`src/common/frps_pkg.sv`:
```
//------------------------------------------------------------
// constants of the row program sequencer
//------------------------------------------------------------
// Overview of operation
// - flash programmed only in eight-byte blocks
// - eight holding bytes, one per table write
// - table write touches only one holding byte
// - control write launches long write of block
// - processor stalled for whole long write
// - internal timer of about 2 ms ends write
// - holding bytes return to FFh after reset/write
// - holding byte FFh leaves flash byte unchanged
// - programming only clears bits one to zero
// - partial load of holding bytes is allowed
// - general update reads, erases, then reprograms
// - load bytes with auto-incrementing pointer writes
// - select program space, permit writes before start
// - start accepted only right after 55h, 0AAh
// - start bit after unlock begins write cycle
// - pointer stays inside block before start (host pointer is not bounded; auto-increment runs past the block end)
// - whole row update budget about 6 ms
// - verify row afterwards by reading it back
// - start refused while write permit is clear
// - hardware clears start bit on completion
// - reset during write sets aborted flag (rst_n only; a power-on reset clears it)
// - done flag set on completion, software clears
package frps_pkg;

	//------------------------------------------------------------
	// widths
	//------------------------------------------------------------
	localparam int HOLD_N = 8;
	localparam int FLASH_BLOCKS = 16;

	//------------------------------------------------------------
	// unlock keys and reset values
	//------------------------------------------------------------
	localparam logic [7:0] KEY_FIRST = 8'h55;
	localparam logic [7:0] KEY_SECOND = 8'hAA;
	localparam logic [7:0] HOLD_RESET = 8'hFF;
	localparam logic [63:0] BLOCK_ERASED = 64'hFFFF_FFFF_FFFF_FFFF;
	localparam logic [21:0] PTR_RESET = 22'h00_0000;

	//------------------------------------------------------------
	// memory control register bit positions
	//------------------------------------------------------------
	localparam int CTRL_PROG_SEL = 7;
	localparam int CTRL_CFG_SEL = 6;
	localparam int CTRL_ABORT = 3;
	localparam int CTRL_PERMIT = 2;
	localparam int CTRL_START = 1;

	//------------------------------------------------------------
	// timing
	//------------------------------------------------------------
	localparam int CLK_FREQ_HZ = 25_000_000;
	localparam int PROG_TIME_US = 2000;
	localparam int PROG_CYCLES = PROG_TIME_US * (CLK_FREQ_HZ / 1_000_000);

	//------------------------------------------------------------
	// controller registers on the bus
	//------------------------------------------------------------
	localparam logic [7:0] REG_CMD = 8'h00;
	localparam logic [7:0] REG_PTR = 8'h04;
	localparam logic [7:0] REG_STAT = 8'h08;
	localparam int CMD_OP_LSB = 8;
	localparam int CMD_AUTOINC = 10;
	localparam int STAT_STALL = 8;
	localparam int STAT_DONE = 9;
	localparam logic [1:0] RESP_OKAY = 2'h0;
	localparam logic [1:0] RESP_SLVERR = 2'h2;

	// command kinds
	typedef enum logic [1:0] {OP_NONE, OP_TABLE, OP_CTRL, OP_KEY} frps_op_e;

	// sequencer states
	typedef enum logic [1:0] {ST_IDLE, ST_WRITE, ST_COMMIT} frps_state_e;

endpackage : frps_pkg

```
`src/common/frps_if.sv`:
```
`timescale 1ns/1ns
// link between processor and flash sequencer
interface frps_if;
	// table write: strobe, pointer, latch byte
	logic tblWrStb;
	logic [21:0] tableTointer;
	logic [7:0] tableLatch;
	// memory control register write and its read-back
	logic ctrlWrStb;
	logic [7:0] ctrlWrData;
	logic [7:0] memoryControlReg;
	// unlock key register write
	logic keyWrStb;
	logic [7:0] keyWrData;
	// completion and stall
	logic programDoneFlag;
	logic doneClrStb;
	logic stall;

	modport dev (
		input tblWrStb, tableTointer, tableLatch, ctrlWrStb, ctrlWrData,
		input keyWrStb, keyWrData, doneClrStb,
		output memoryControlReg, programDoneFlag, stall
	);
	modport cpu (
		output tblWrStb, tableTointer, tableLatch, ctrlWrStb, ctrlWrData,
		output keyWrStb, keyWrData, doneClrStb,
		input memoryControlReg, programDoneFlag, stall
	);
endinterface : frps_if

```
`src/logic/frps_hold_regs.sv`:
```
`timescale 1ns/1ns
// eight byte-wide holding registers filled by table writes
module frps_hold_regs (
	// clock and reset
	input wire logic ref_clk,
	input wire logic rst_n,
	// byte load
	input wire logic erase_program_permit,
	input wire logic [2:0] wrIdx,
	input wire logic [7:0] wrData,
	// return all bytes to erased value
	input wire logic clrAll,
	// all eight bytes, byte 0 lowest
	output logic [63:0] holdVec
);
	logic [7:0] holdQ [8];

	//------------------------------------------------------------
	// storage
	//------------------------------------------------------------
	// clear beats load, so a stray write at commit is dropped
	always_ff @(posedge ref_clk) begin
		if (!rst_n || clrAll) begin
			for (int i = 0; i < frps_pkg::HOLD_N; i++) begin
				holdQ[i] <= frps_pkg::HOLD_RESET;
			end
		end else if (erase_program_permit) begin
			holdQ[wrIdx] <= wrData;
		end
	end

	// flatten for the commit logic
	always_comb begin
		for (int i = 0; i < frps_pkg::HOLD_N; i++) begin
			holdVec[i*8 +: 8] = holdQ[i];
		end
	end
endmodule : frps_hold_regs

```
`src/logic/frps_device.sv`:
```
`timescale 1ns/1ns
// flash row program sequencer, device end
module frps_device #(
	parameter int PROG_CYCLES = frps_pkg::PROG_CYCLES
) (
	// clock and resets
	input wire logic ref_clk,
	input wire logic rst_n,
	input wire logic porRst_n,
	// link to processor
	frps_if.dev lnk,
	// row erase and read-back of the array
	input wire logic eraseStb,
	input wire logic [3:0] eraseIdx,
	input wire logic [21:0] rdAddr,
	output logic [7:0] rdData
);
	//------------------------------------------------------------
	// declarations
	//------------------------------------------------------------
	frps_pkg::frps_state_e stateQ; // sequencer state
	logic [31:0] timerQ; // programming timer, counts down
	logic [1:0] keyStepQ; // 0 none, 1 first key, 2 unlocked
	logic progSelQ; // program space select
	logic cfgSelQ; // configuration space select
	logic permitQ; // erase/program permit
	logic startQ; // program start bit
	logic abortQ; // aborted program flag
	logic doneQ; // program done flag
	logic stallQ; // processor stall
	logic [7:0] ctrlRdQ; // read-back of control register
	logic [7:0] rdDataQ; // read-back byte
	logic [18:0] blkQ; // block chosen at start
	logic [63:0] holdVec; // holding bytes
	logic [63:0] flashMem [16]; // program array, one block per word
	logic startOk; // start accepted this cycle
	logic commit; // write ends this cycle
	logic busy; // long write in progress

	//------------------------------------------------------------
	// helpers
	//------------------------------------------------------------
	// a held FFh keeps the byte; otherwise bits only fall
	function automatic logic [63:0] mergeBlock(
		input logic [63:0] old,
		input logic [63:0] hold
	);
		logic [63:0] res;
		res = old;
		for (int i = 0; i < 8; i++) begin
			if (hold[i*8 +: 8] != frps_pkg::HOLD_RESET) begin
				res[i*8 +: 8] = old[i*8 +: 8] & hold[i*8 +: 8];
			end
		end
		return res;
	endfunction : mergeBlock

	// block index within the small array
	function automatic logic [3:0] blkIdx(input logic [18:0] blk);
		return blk[3:0];
	endfunction : blkIdx

	assign busy = (stateQ != frps_pkg::ST_IDLE);
	assign commit = (stateQ == frps_pkg::ST_COMMIT);

	// start needs unlock, permit and program space
	assign startOk = lnk.ctrlWrStb && !busy
		&& lnk.ctrlWrData[frps_pkg::CTRL_START]
		&& (keyStepQ == 2'h2)
		&& permitQ
		&& progSelQ && !cfgSelQ;

	//------------------------------------------------------------
	// holding registers
	//------------------------------------------------------------
	frps_hold_regs u_hold (
		.ref_clk(ref_clk),
		.rst_n(rst_n && porRst_n),
		.erase_program_permit(lnk.tblWrStb && !busy),
		.wrIdx(lnk.tableTointer[2:0]),
		.wrData(lnk.tableLatch),
		.clrAll(commit),
		.holdVec(holdVec)
	);

	//------------------------------------------------------------
	// unlock key sequence
	//------------------------------------------------------------
	// any table, control or key write between keys and start breaks it; a done clear does not
	always_ff @(posedge ref_clk) begin
		if (!rst_n || !porRst_n) begin
			keyStepQ <= 2'h0;
		end else if (lnk.keyWrStb) begin
			if (lnk.keyWrData == frps_pkg::KEY_FIRST) begin
				keyStepQ <= 2'h1;
			end else if (keyStepQ == 2'h1
				&& lnk.keyWrData == frps_pkg::KEY_SECOND) begin
				keyStepQ <= 2'h2;
			end else begin
				keyStepQ <= 2'h0;
			end
		end else if (lnk.tblWrStb || lnk.ctrlWrStb) begin
			keyStepQ <= 2'h0;
		end
	end

	//------------------------------------------------------------
	// control register bits
	//------------------------------------------------------------
	// permit may change mid-write; the sequencer no longer reads it
	always_ff @(posedge ref_clk) begin
		if (!rst_n || !porRst_n) begin
			progSelQ <= 1'b0;
			cfgSelQ <= 1'b0;
			permitQ <= 1'b0;
		end else if (lnk.ctrlWrStb) begin
			progSelQ <= lnk.ctrlWrData[frps_pkg::CTRL_PROG_SEL];
			cfgSelQ <= lnk.ctrlWrData[frps_pkg::CTRL_CFG_SEL];
			permitQ <= lnk.ctrlWrData[frps_pkg::CTRL_PERMIT];
		end
	end

	// start bit: software sets, hardware clears at the end
	always_ff @(posedge ref_clk) begin
		if (!rst_n || !porRst_n) begin
			startQ <= 1'b0;
		end else if (startOk) begin
			startQ <= 1'b1;
		end else if (commit) begin
			startQ <= 1'b0;
		end
	end

	// abort flag kept over rst_n; power-on clears
	always_ff @(posedge ref_clk) begin
		if (!porRst_n) begin
			abortQ <= 1'b0;
		end else if (!rst_n) begin
			abortQ <= abortQ || busy;
		end else if (lnk.ctrlWrStb) begin
			abortQ <= lnk.ctrlWrData[frps_pkg::CTRL_ABORT];
		end
	end

	// done flag: completion wins over a clear in the same cycle
	always_ff @(posedge ref_clk) begin
		if (!rst_n || !porRst_n) begin
			doneQ <= 1'b0;
		end else if (commit) begin
			doneQ <= 1'b1;
		end else if (lnk.doneClrStb) begin
			doneQ <= 1'b0;
		end
	end

	//------------------------------------------------------------
	// long write sequencer
	//------------------------------------------------------------
	// whole block only; there is no byte or word write path
	always_ff @(posedge ref_clk) begin
		if (!rst_n || !porRst_n) begin
			stateQ <= frps_pkg::ST_IDLE;
			timerQ <= 32'h0000_0000;
			blkQ <= 19'h0_0000;
		end else begin
			case (stateQ)
				frps_pkg::ST_IDLE: begin
					if (startOk) begin
						stateQ <= frps_pkg::ST_WRITE;
						timerQ <= 32'(PROG_CYCLES - 2);
						blkQ <= lnk.tableTointer[21:3];
					end
				end
				frps_pkg::ST_WRITE: begin
					if (timerQ == 32'h0000_0000) begin
						stateQ <= frps_pkg::ST_COMMIT;
					end else begin
						timerQ <= timerQ - 32'h0000_0001;
					end
				end
				frps_pkg::ST_COMMIT: begin
					stateQ <= frps_pkg::ST_IDLE;
				end
				default: begin
					stateQ <= frps_pkg::ST_IDLE;
				end
			endcase
		end
	end

	// stall from accepted start until the cycle after commit
	always_ff @(posedge ref_clk) begin
		if (!rst_n || !porRst_n) begin
			stallQ <= 1'b0;
		end else if (startOk) begin
			stallQ <= 1'b1;
		end else if (commit) begin
			stallQ <= 1'b0;
		end
	end

	//------------------------------------------------------------
	// program array
	//------------------------------------------------------------
	// erase and power-on reset are the only ways back to ones; an erase while busy is dropped
	always_ff @(posedge ref_clk) begin
		if (!porRst_n) begin
			for (int i = 0; i < frps_pkg::FLASH_BLOCKS; i++) begin
				flashMem[i] <= frps_pkg::BLOCK_ERASED;
			end
		end else if (commit) begin
			flashMem[blkIdx(blkQ)] <=
				mergeBlock(flashMem[blkIdx(blkQ)], holdVec);
		end else if (eraseStb && !busy) begin
			flashMem[eraseIdx] <= frps_pkg::BLOCK_ERASED;
		end
	end

	// read-back, one cycle latency
	always_ff @(posedge ref_clk) begin
		if (!porRst_n) begin
			rdDataQ <= 8'h00;
		end else begin
			rdDataQ <= flashMem[blkIdx(rdAddr[21:3])][rdAddr[2:0]*8 +: 8];
		end
	end

	//------------------------------------------------------------
	// register read-back and outputs
	//------------------------------------------------------------
	always_ff @(posedge ref_clk) begin
		if (!porRst_n) begin
			ctrlRdQ <= 8'h00;
		end else begin
			ctrlRdQ <= {progSelQ, cfgSelQ, 2'h0, abortQ, permitQ, startQ, 1'b0};
		end
	end

	assign lnk.memoryControlReg = ctrlRdQ;
	assign lnk.programDoneFlag = doneQ;
	assign lnk.stall = stallQ;
	assign rdData = rdDataQ;
endmodule : frps_device

```
`src/flat_wrapper.sv`:
```
// flat-port wrapper written by rule: the top's interface ports become plain ports
module frps_device_flat 
#(
	parameter int PROG_CYCLES = frps_pkg::PROG_CYCLES
)
  (ref_clk, rst_n, porRst_n, eraseStb, eraseIdx, rdAddr, rdData, lnk_tblWrStb, lnk_tableTointer, lnk_tableLatch, lnk_ctrlWrStb, lnk_ctrlWrData, lnk_keyWrStb, lnk_keyWrData, lnk_doneClrStb, lnk_memoryControlReg, lnk_programDoneFlag, lnk_stall);
  frps_if lnk_i ();
  input wire logic ref_clk;
  input wire logic rst_n;
  input wire logic porRst_n;
  input wire logic eraseStb;
  input wire logic [3:0] eraseIdx;
  input wire logic [21:0] rdAddr;
  output logic [7:0] rdData;
  input wire logic [$bits(lnk_i.tblWrStb)-1:0] lnk_tblWrStb;
  input wire logic [$bits(lnk_i.tableTointer)-1:0] lnk_tableTointer;
  input wire logic [$bits(lnk_i.tableLatch)-1:0] lnk_tableLatch;
  input wire logic [$bits(lnk_i.ctrlWrStb)-1:0] lnk_ctrlWrStb;
  input wire logic [$bits(lnk_i.ctrlWrData)-1:0] lnk_ctrlWrData;
  input wire logic [$bits(lnk_i.keyWrStb)-1:0] lnk_keyWrStb;
  input wire logic [$bits(lnk_i.keyWrData)-1:0] lnk_keyWrData;
  input wire logic [$bits(lnk_i.doneClrStb)-1:0] lnk_doneClrStb;
  output wire logic [$bits(lnk_i.memoryControlReg)-1:0] lnk_memoryControlReg;
  output wire logic [$bits(lnk_i.programDoneFlag)-1:0] lnk_programDoneFlag;
  output wire logic [$bits(lnk_i.stall)-1:0] lnk_stall;
  assign lnk_i.tblWrStb = lnk_tblWrStb;
  assign lnk_i.tableTointer = lnk_tableTointer;
  assign lnk_i.tableLatch = lnk_tableLatch;
  assign lnk_i.ctrlWrStb = lnk_ctrlWrStb;
  assign lnk_i.ctrlWrData = lnk_ctrlWrData;
  assign lnk_i.keyWrStb = lnk_keyWrStb;
  assign lnk_i.keyWrData = lnk_keyWrData;
  assign lnk_i.doneClrStb = lnk_doneClrStb;
  assign lnk_memoryControlReg = lnk_i.memoryControlReg;
  assign lnk_programDoneFlag = lnk_i.programDoneFlag;
  assign lnk_stall = lnk_i.stall;
  frps_device #(.PROG_CYCLES(PROG_CYCLES)) u_core (.ref_clk(ref_clk), .rst_n(rst_n), .porRst_n(porRst_n), .lnk(lnk_i), .eraseStb(eraseStb), .eraseIdx(eraseIdx), .rdAddr(rdAddr), .rdData(rdData));
endmodule
```
`config.mk`:
```
export PLATFORM = sky130hd
export DESIGN_NAME = frps_device_flat
export DESIGN_NICKNAME = d
export VERILOG_FILES = /design/src/common/frps_pkg.sv /design/src/common/frps_if.sv /design/src/logic/frps_hold_regs.sv /design/src/logic/frps_device.sv /design/src/flat_wrapper.sv
export SDC_FILE = /design/constraint.sdc
export NUM_CORES = 2
export LEC_CHECK = 0
export ABC_CLOCK_PERIOD_IN_PS = 8700
export BUFFER_PORTS_ARGS = -buffer_cell sky130_fd_sc_hd__buf_2
export CORE_MARGIN = 2
export CORE_UTILIZATION = 40
export CTS_CLUSTER_DIAMETER = 200
export DETAILED_ROUTE_END_ITERATION = 8
export SLEW_MARGIN = 20
export SYNTH_ARGS = -nofsm -noshare
export SYNTH_HDL_FRONTEND = slang
export SYNTH_SLANG_ARGS = --single-unit
```
`constraint.sdc`:
```
create_clock -name ref_clk -period 8.7 [get_ports ref_clk]
set_input_delay 0 -clock ref_clk [delete_from_list [all_inputs] [get_ports ref_clk]]
set_output_delay 0 -clock ref_clk [all_outputs]
set_load 0.02 [all_outputs]
```
==> flow_metrics.tcl <==
set metrics [dict create \
    power.density_cell_area_mw_per_mm2 187 \
    cp_slowest_cell "sky130_fd_sc_hd__o21ai_4" \
    grt_antenna_before_repair 16 \
    hp-start "lnk_tableTointer[2]" \
    slowest_delay_ns 0.78 \
    finalInstanceArea_mm2 0.0651 \
    primary_ff_master_synth "sky130_fd_sc_hd__edfxtp_1" \
    remaining_number_of_nets_flagged_by_the_antenna_check_after_routing 0 \
    clk_transition_reported_paths_ns 0.06 \
    register_area_mm2 0.0339 \
    critical_path_cell_list "nor2_1 > and3_4 > mux2i_1 > nand2_1 > o21ai_4 > buf_4 > buf_4" \
    worst_r2r_endpoint "u_core.flashMem[4][12]$_SDFFCE_PN1P_" \
    finalMaxSlewViolations 0 \
    grt_pass1_wl_mm 276 \
    setup.reg_to_reg.worst_slack_ns 4.02 \
    cts_num_sinks 1151 \
    timing.final.crit_period_ns 4.68 \
    die_x_um 387 \
    fp.dieArea_mm2 0.150 \
    synth_async_sr_flop_share_pct 0 \
    floorplan.core_area_mm2 0.146 \
    cp-end-kind "flip-flop" \
    synthesis.area_mm2 0.0586 \
    clock-root-buffer "sky130_fd_sc_hd__clkbuf_16" \
    ys_types 59 \
    max_slew.worst_pin.slew_ns 1.19 \
    setup_tns_ns 0 \
    grt_max_degree 128 \
    dp.final_hpwl_mm 107 \
    number_of_placed_i_o_pins 98 \
    synth_xor_area_share_pct 0.374 \
    hold_violations 0 \
    worstHoldEndpoint "u_core.u_hold.holdQ[6][5]$_SDFFCE_PN1P_" \
    nets 4192 \
    finalNonFillerCells 6139 \
    critical_path.reg2reg.startpoint "u_core.stateQ[1]$_SDFFE_PP0P_" \
    synthCells 4143 \
    worst-r2r-cell-count 7 \
    initialDrtViolationCount 5216 \
    synth_top_family_by_area "multiplexers" \
    port_buffers 61 \
    cp.required_ns 9.08 \
    multi_input_logic_area_mm2 0.0230 \
    layout.filler_cells 12784 \
    cp_max_fo 30 \
    wire_per_inst_um 31.8 \
    timing.max_slew.rel_slack_pct 20.3 \
    grt_pass1_vias 37657 \
    drt_pass1_iterations 6 \
    holdCritPathClass "in2reg" \
    mostFrequentLayoutCell "sky130_fd_sc_hd__edfxtp_1" \
    cts.htree.levels 4 \
    synth-seq-cells 1151 \
    share_of_the_yosys_chip_area_belonging_to_registers_pct 57.9 \
    std_cell_rows 140 \
    min_path_cells 3 \
    track_usage_pct 25.7 \
    area_added_between_synthesis_and_finish_pct 11.2 \
    dp_cells 5853 \
    drive_above_1_share_pct 25.5 \
    number_of_enable_flip_flop_cells_after_synthesis 1088 \
    total_of_max_cap_violations 0 \
    finalWirelength_mm 196 \
    fp.dieH_um 387 \
    num_vias 38364 \
    setup_violations 0 \
    max_clock_freq_mhz 214 \
    critical_path_arrival_ns 5.06 \
    grt_setup_unrepaired "no" \
    power.leakage_nw 15.9 \
    synth_compound_area_share_pct 4.97 \
    synthesis.area_per_instance_um2 14.1 \
    dpl-instance-area_mm2 0.0605 \
    detail_route.drc_violations 0 \
    run_status "complete, no violations" \
    clock_insertion_delay_worst_skew_ns 0.78 \
    finClkSkew_ns 0.0441 \
    most-common-layout-cells "sky130_fd_sc_hd__edfxtp_1 (1088), sky130_fd_sc_hd__nand2_1 (980), sky130_fd_sc_hd__mux4_2 (389)" \
    yosys.area_share.simple_pct 11.5 \
    synth_fa_ha_area_share_pct 0.0214 \
    yosysWarningCount 0 \
    vdd_drop_max_uv 149 \
    fraction_of_synthesized_area_in_multiplexers_pct 21.7 \
    globalRoute.totalOverflow 0 \
    start_util_pct 40.2 \
    timing_worst_setup_path_type "reg2reg" \
    fin_crit_sh_pct 53.8 \
    cp_common_cell "sky130_fd_sc_hd__buf_4" \
    gp_congestion 0.812 \
    tritoncts "built" \
    numCtsBuffers 133 \
    cts_setup_buffers 0 \
    drt-vias-per-instance 6.25 \
    maximum_number_of_buffers_from_clock_root_to_sink 3 \
    crit_path_start_kind "flip-flop" \
]
## power by group
group	switching, mW	internal, mW	leakage, nW	total (mW)
sequential	0.00426	6.05	7.94	6.05
clock	2.33	3.16	2.05	5.49
combinational	0.499	0.128	5.88	0.627
total	2.84	9.34	15.9	12.2
## routing by layer
metal	vias to the layer above	track usage (%)	part of all wire, %
met4	10	9.08	3.5
li1	15725	-	-
met1	19812	35.9	39
met2	2407	39.7	46
met5	-	0	0.032
met3	410	5.68	11
## cell type report
type                            count  area share, %
Sequential cell                  1151           52.1
Multi-Input combinational cell   2625           35.4
Clock buffer                      173           5.57
Tap cell                         1917           3.68
Timing Repair Buffer              192           2.31
Clock inverter                     69          0.884
Inverter                            8         0.0461
Antenna cell                        4         0.0154
## Yosys cell counts, types with 6 or more instances
| library cell | n | area, µm² |
|---|---|---|
| sky130_fd_sc_hd__nand2_1 | 980 | 3680 |
| sky130_fd_sc_hd__o41a_1 | 7 | 78.8 |
| sky130_fd_sc_hd__or2_2 | 59 | 369 |
| sky130_fd_sc_hd__a21oi_4 | 58 | 943 |
| sky130_fd_sc_hd__buf_1 | 34 | 128 |
| sky130_fd_sc_hd__nor3_1 | 15 | 75.1 |
| sky130_fd_sc_hd__nor2_1 | 67 | 251 |
| sky130_fd_sc_hd__o21ai_0 | 21 | 105 |
| sky130_fd_sc_hd__nor2b_1 | 8 | 50.1 |
| sky130_fd_sc_hd__edfxtp_1 | 1088 | 32700 |
| sky130_fd_sc_hd__a21oi_1 | 89 | 445 |
| sky130_fd_sc_hd__nand3b_1 | 10 | 75.1 |
| sky130_fd_sc_hd__nand4b_1 | 6 | 52.6 |
| sky130_fd_sc_hd__a21oi_2 | 6 | 52.6 |
| sky130_fd_sc_hd__inv_1 | 8 | 30.0 |
| sky130_fd_sc_hd__nand4_1 | 35 | 219 |
| sky130_fd_sc_hd__xor2_1 | 12 | 105 |
| sky130_fd_sc_hd__buf_2 | 48 | 240 |
| sky130_fd_sc_hd__mux4_1 | 18 | 473 |
| sky130_fd_sc_hd__mux2i_1 | 333 | 3330 |
| sky130_fd_sc_hd__nand2b_1 | 14 | 87.6 |
| sky130_fd_sc_hd__xnor2_1 | 13 | 114 |
| sky130_fd_sc_hd__or3_1 | 7 | 43.8 |
| sky130_fd_sc_hd__buf_6 | 53 | 597 |
| sky130_fd_sc_hd__and2_1 | 12 | 75.1 |
| sky130_fd_sc_hd__mux4_2 | 389 | 8760 |
| sky130_fd_sc_hd__a31oi_1 | 6 | 37.5 |
| sky130_fd_sc_hd__buf_4 | 39 | 293 |
| sky130_fd_sc_hd__clkbuf_1 | 182 | 683 |
| sky130_fd_sc_hd__dfxtp_1 | 63 | 1260 |
| sky130_fd_sc_hd__and3_1 | 7 | 43.8 |
| sky130_fd_sc_hd__nand2_2 | 150 | 938 |
| sky130_fd_sc_hd__nor4_1 | 7 | 43.8 |
| sky130_fd_sc_hd__a22oi_1 | 143 | 1070 |
| sky130_fd_sc_hd__a41oi_1 | 8 | 70.1 |
| sky130_fd_sc_hd__nand3_1 | 96 | 480 |
## repair_timing
| item | in CTS | in global routing |
|---|---|---|
| hold buffers | 40 | 0 |
| gates resized for setup | 0 | 0 |
| hold endpoints to repair | 86 | 0 |
## worst max-delay path, delay by kind of cell (launching register included)
family                 cells  cell delay (ns)
and+or+nand+nor            3             1.44
buffers and inverters      2             1.30
AOI/OAI and AO/OA          1             0.78
DFF                        1             0.39
muxes                      1             0.30
## cell families after synthesis
logic type,after synthesis
simple gates,1499
flops,1151
mux,747
buf+inv,369
compound gates,350
xor+xnor,25
fa+ha+maj,1
other cells,1
## how the worst max path moves through the flow
stage | depth (start not counted) | endpoint | start
2_1_floorplan | 6 | u_core.flashMem[4][0]$_SDFFCE_PN1P_ | u_core.stateQ[0]$_SDFFE_PP0P_
3_3_place_gp | 8 | u_core.flashMem[4][3]$_SDFFCE_PN1P_ | porRst_n
3_5_place_dp | 8 | u_core.flashMem[4][3]$_SDFFCE_PN1P_ | porRst_n
4_1_cts | 7 | u_core.flashMem[4][12]$_SDFFCE_PN1P_ | u_core.stateQ[1]$_SDFFE_PP0P_
5_1_grt | 7 | u_core.flashMem[4][12]$_SDFFCE_PN1P_ | u_core.stateQ[1]$_SDFFE_PP0P_
6_report | 7 | u_core.flashMem[4][12]$_SDFFCE_PN1P_ | u_core.stateQ[1]$_SDFFE_PP0P_
## flip-flops by register name (all words and copies together) (netlist names), 2 cells and up, named ones only
| name | count |
|---|---|
| u_core.flashMem | 1024 |
| u_core.u_hold.holdQ | 64 |
| u_core.timerQ | 32 |
| u_core.rdData | 8 |
| u_core.lnk.memoryControlReg | 5 |
| u_core.blkQ | 4 |
| u_core.keyStepQ | 2 |
| u_core.stateQ | 2 |
## per-stage QoR
stage,utilization [%],hold slack (ns),total power [mW],worst slack [ns]
after CTS,44.7,0.00311,12.2,3.98
after floorplan,-,0.127,6.50,2.38
after global routing,44.7,0.0445,12.4,3.82
final,44.8,0.0689,12.2,4.02
after detailed placement,41.6,0.246,6.77,3.92
after global placement,41.5,0.248,6.76,3.98
Note: power is estimated with default switching activity, not from simulation.
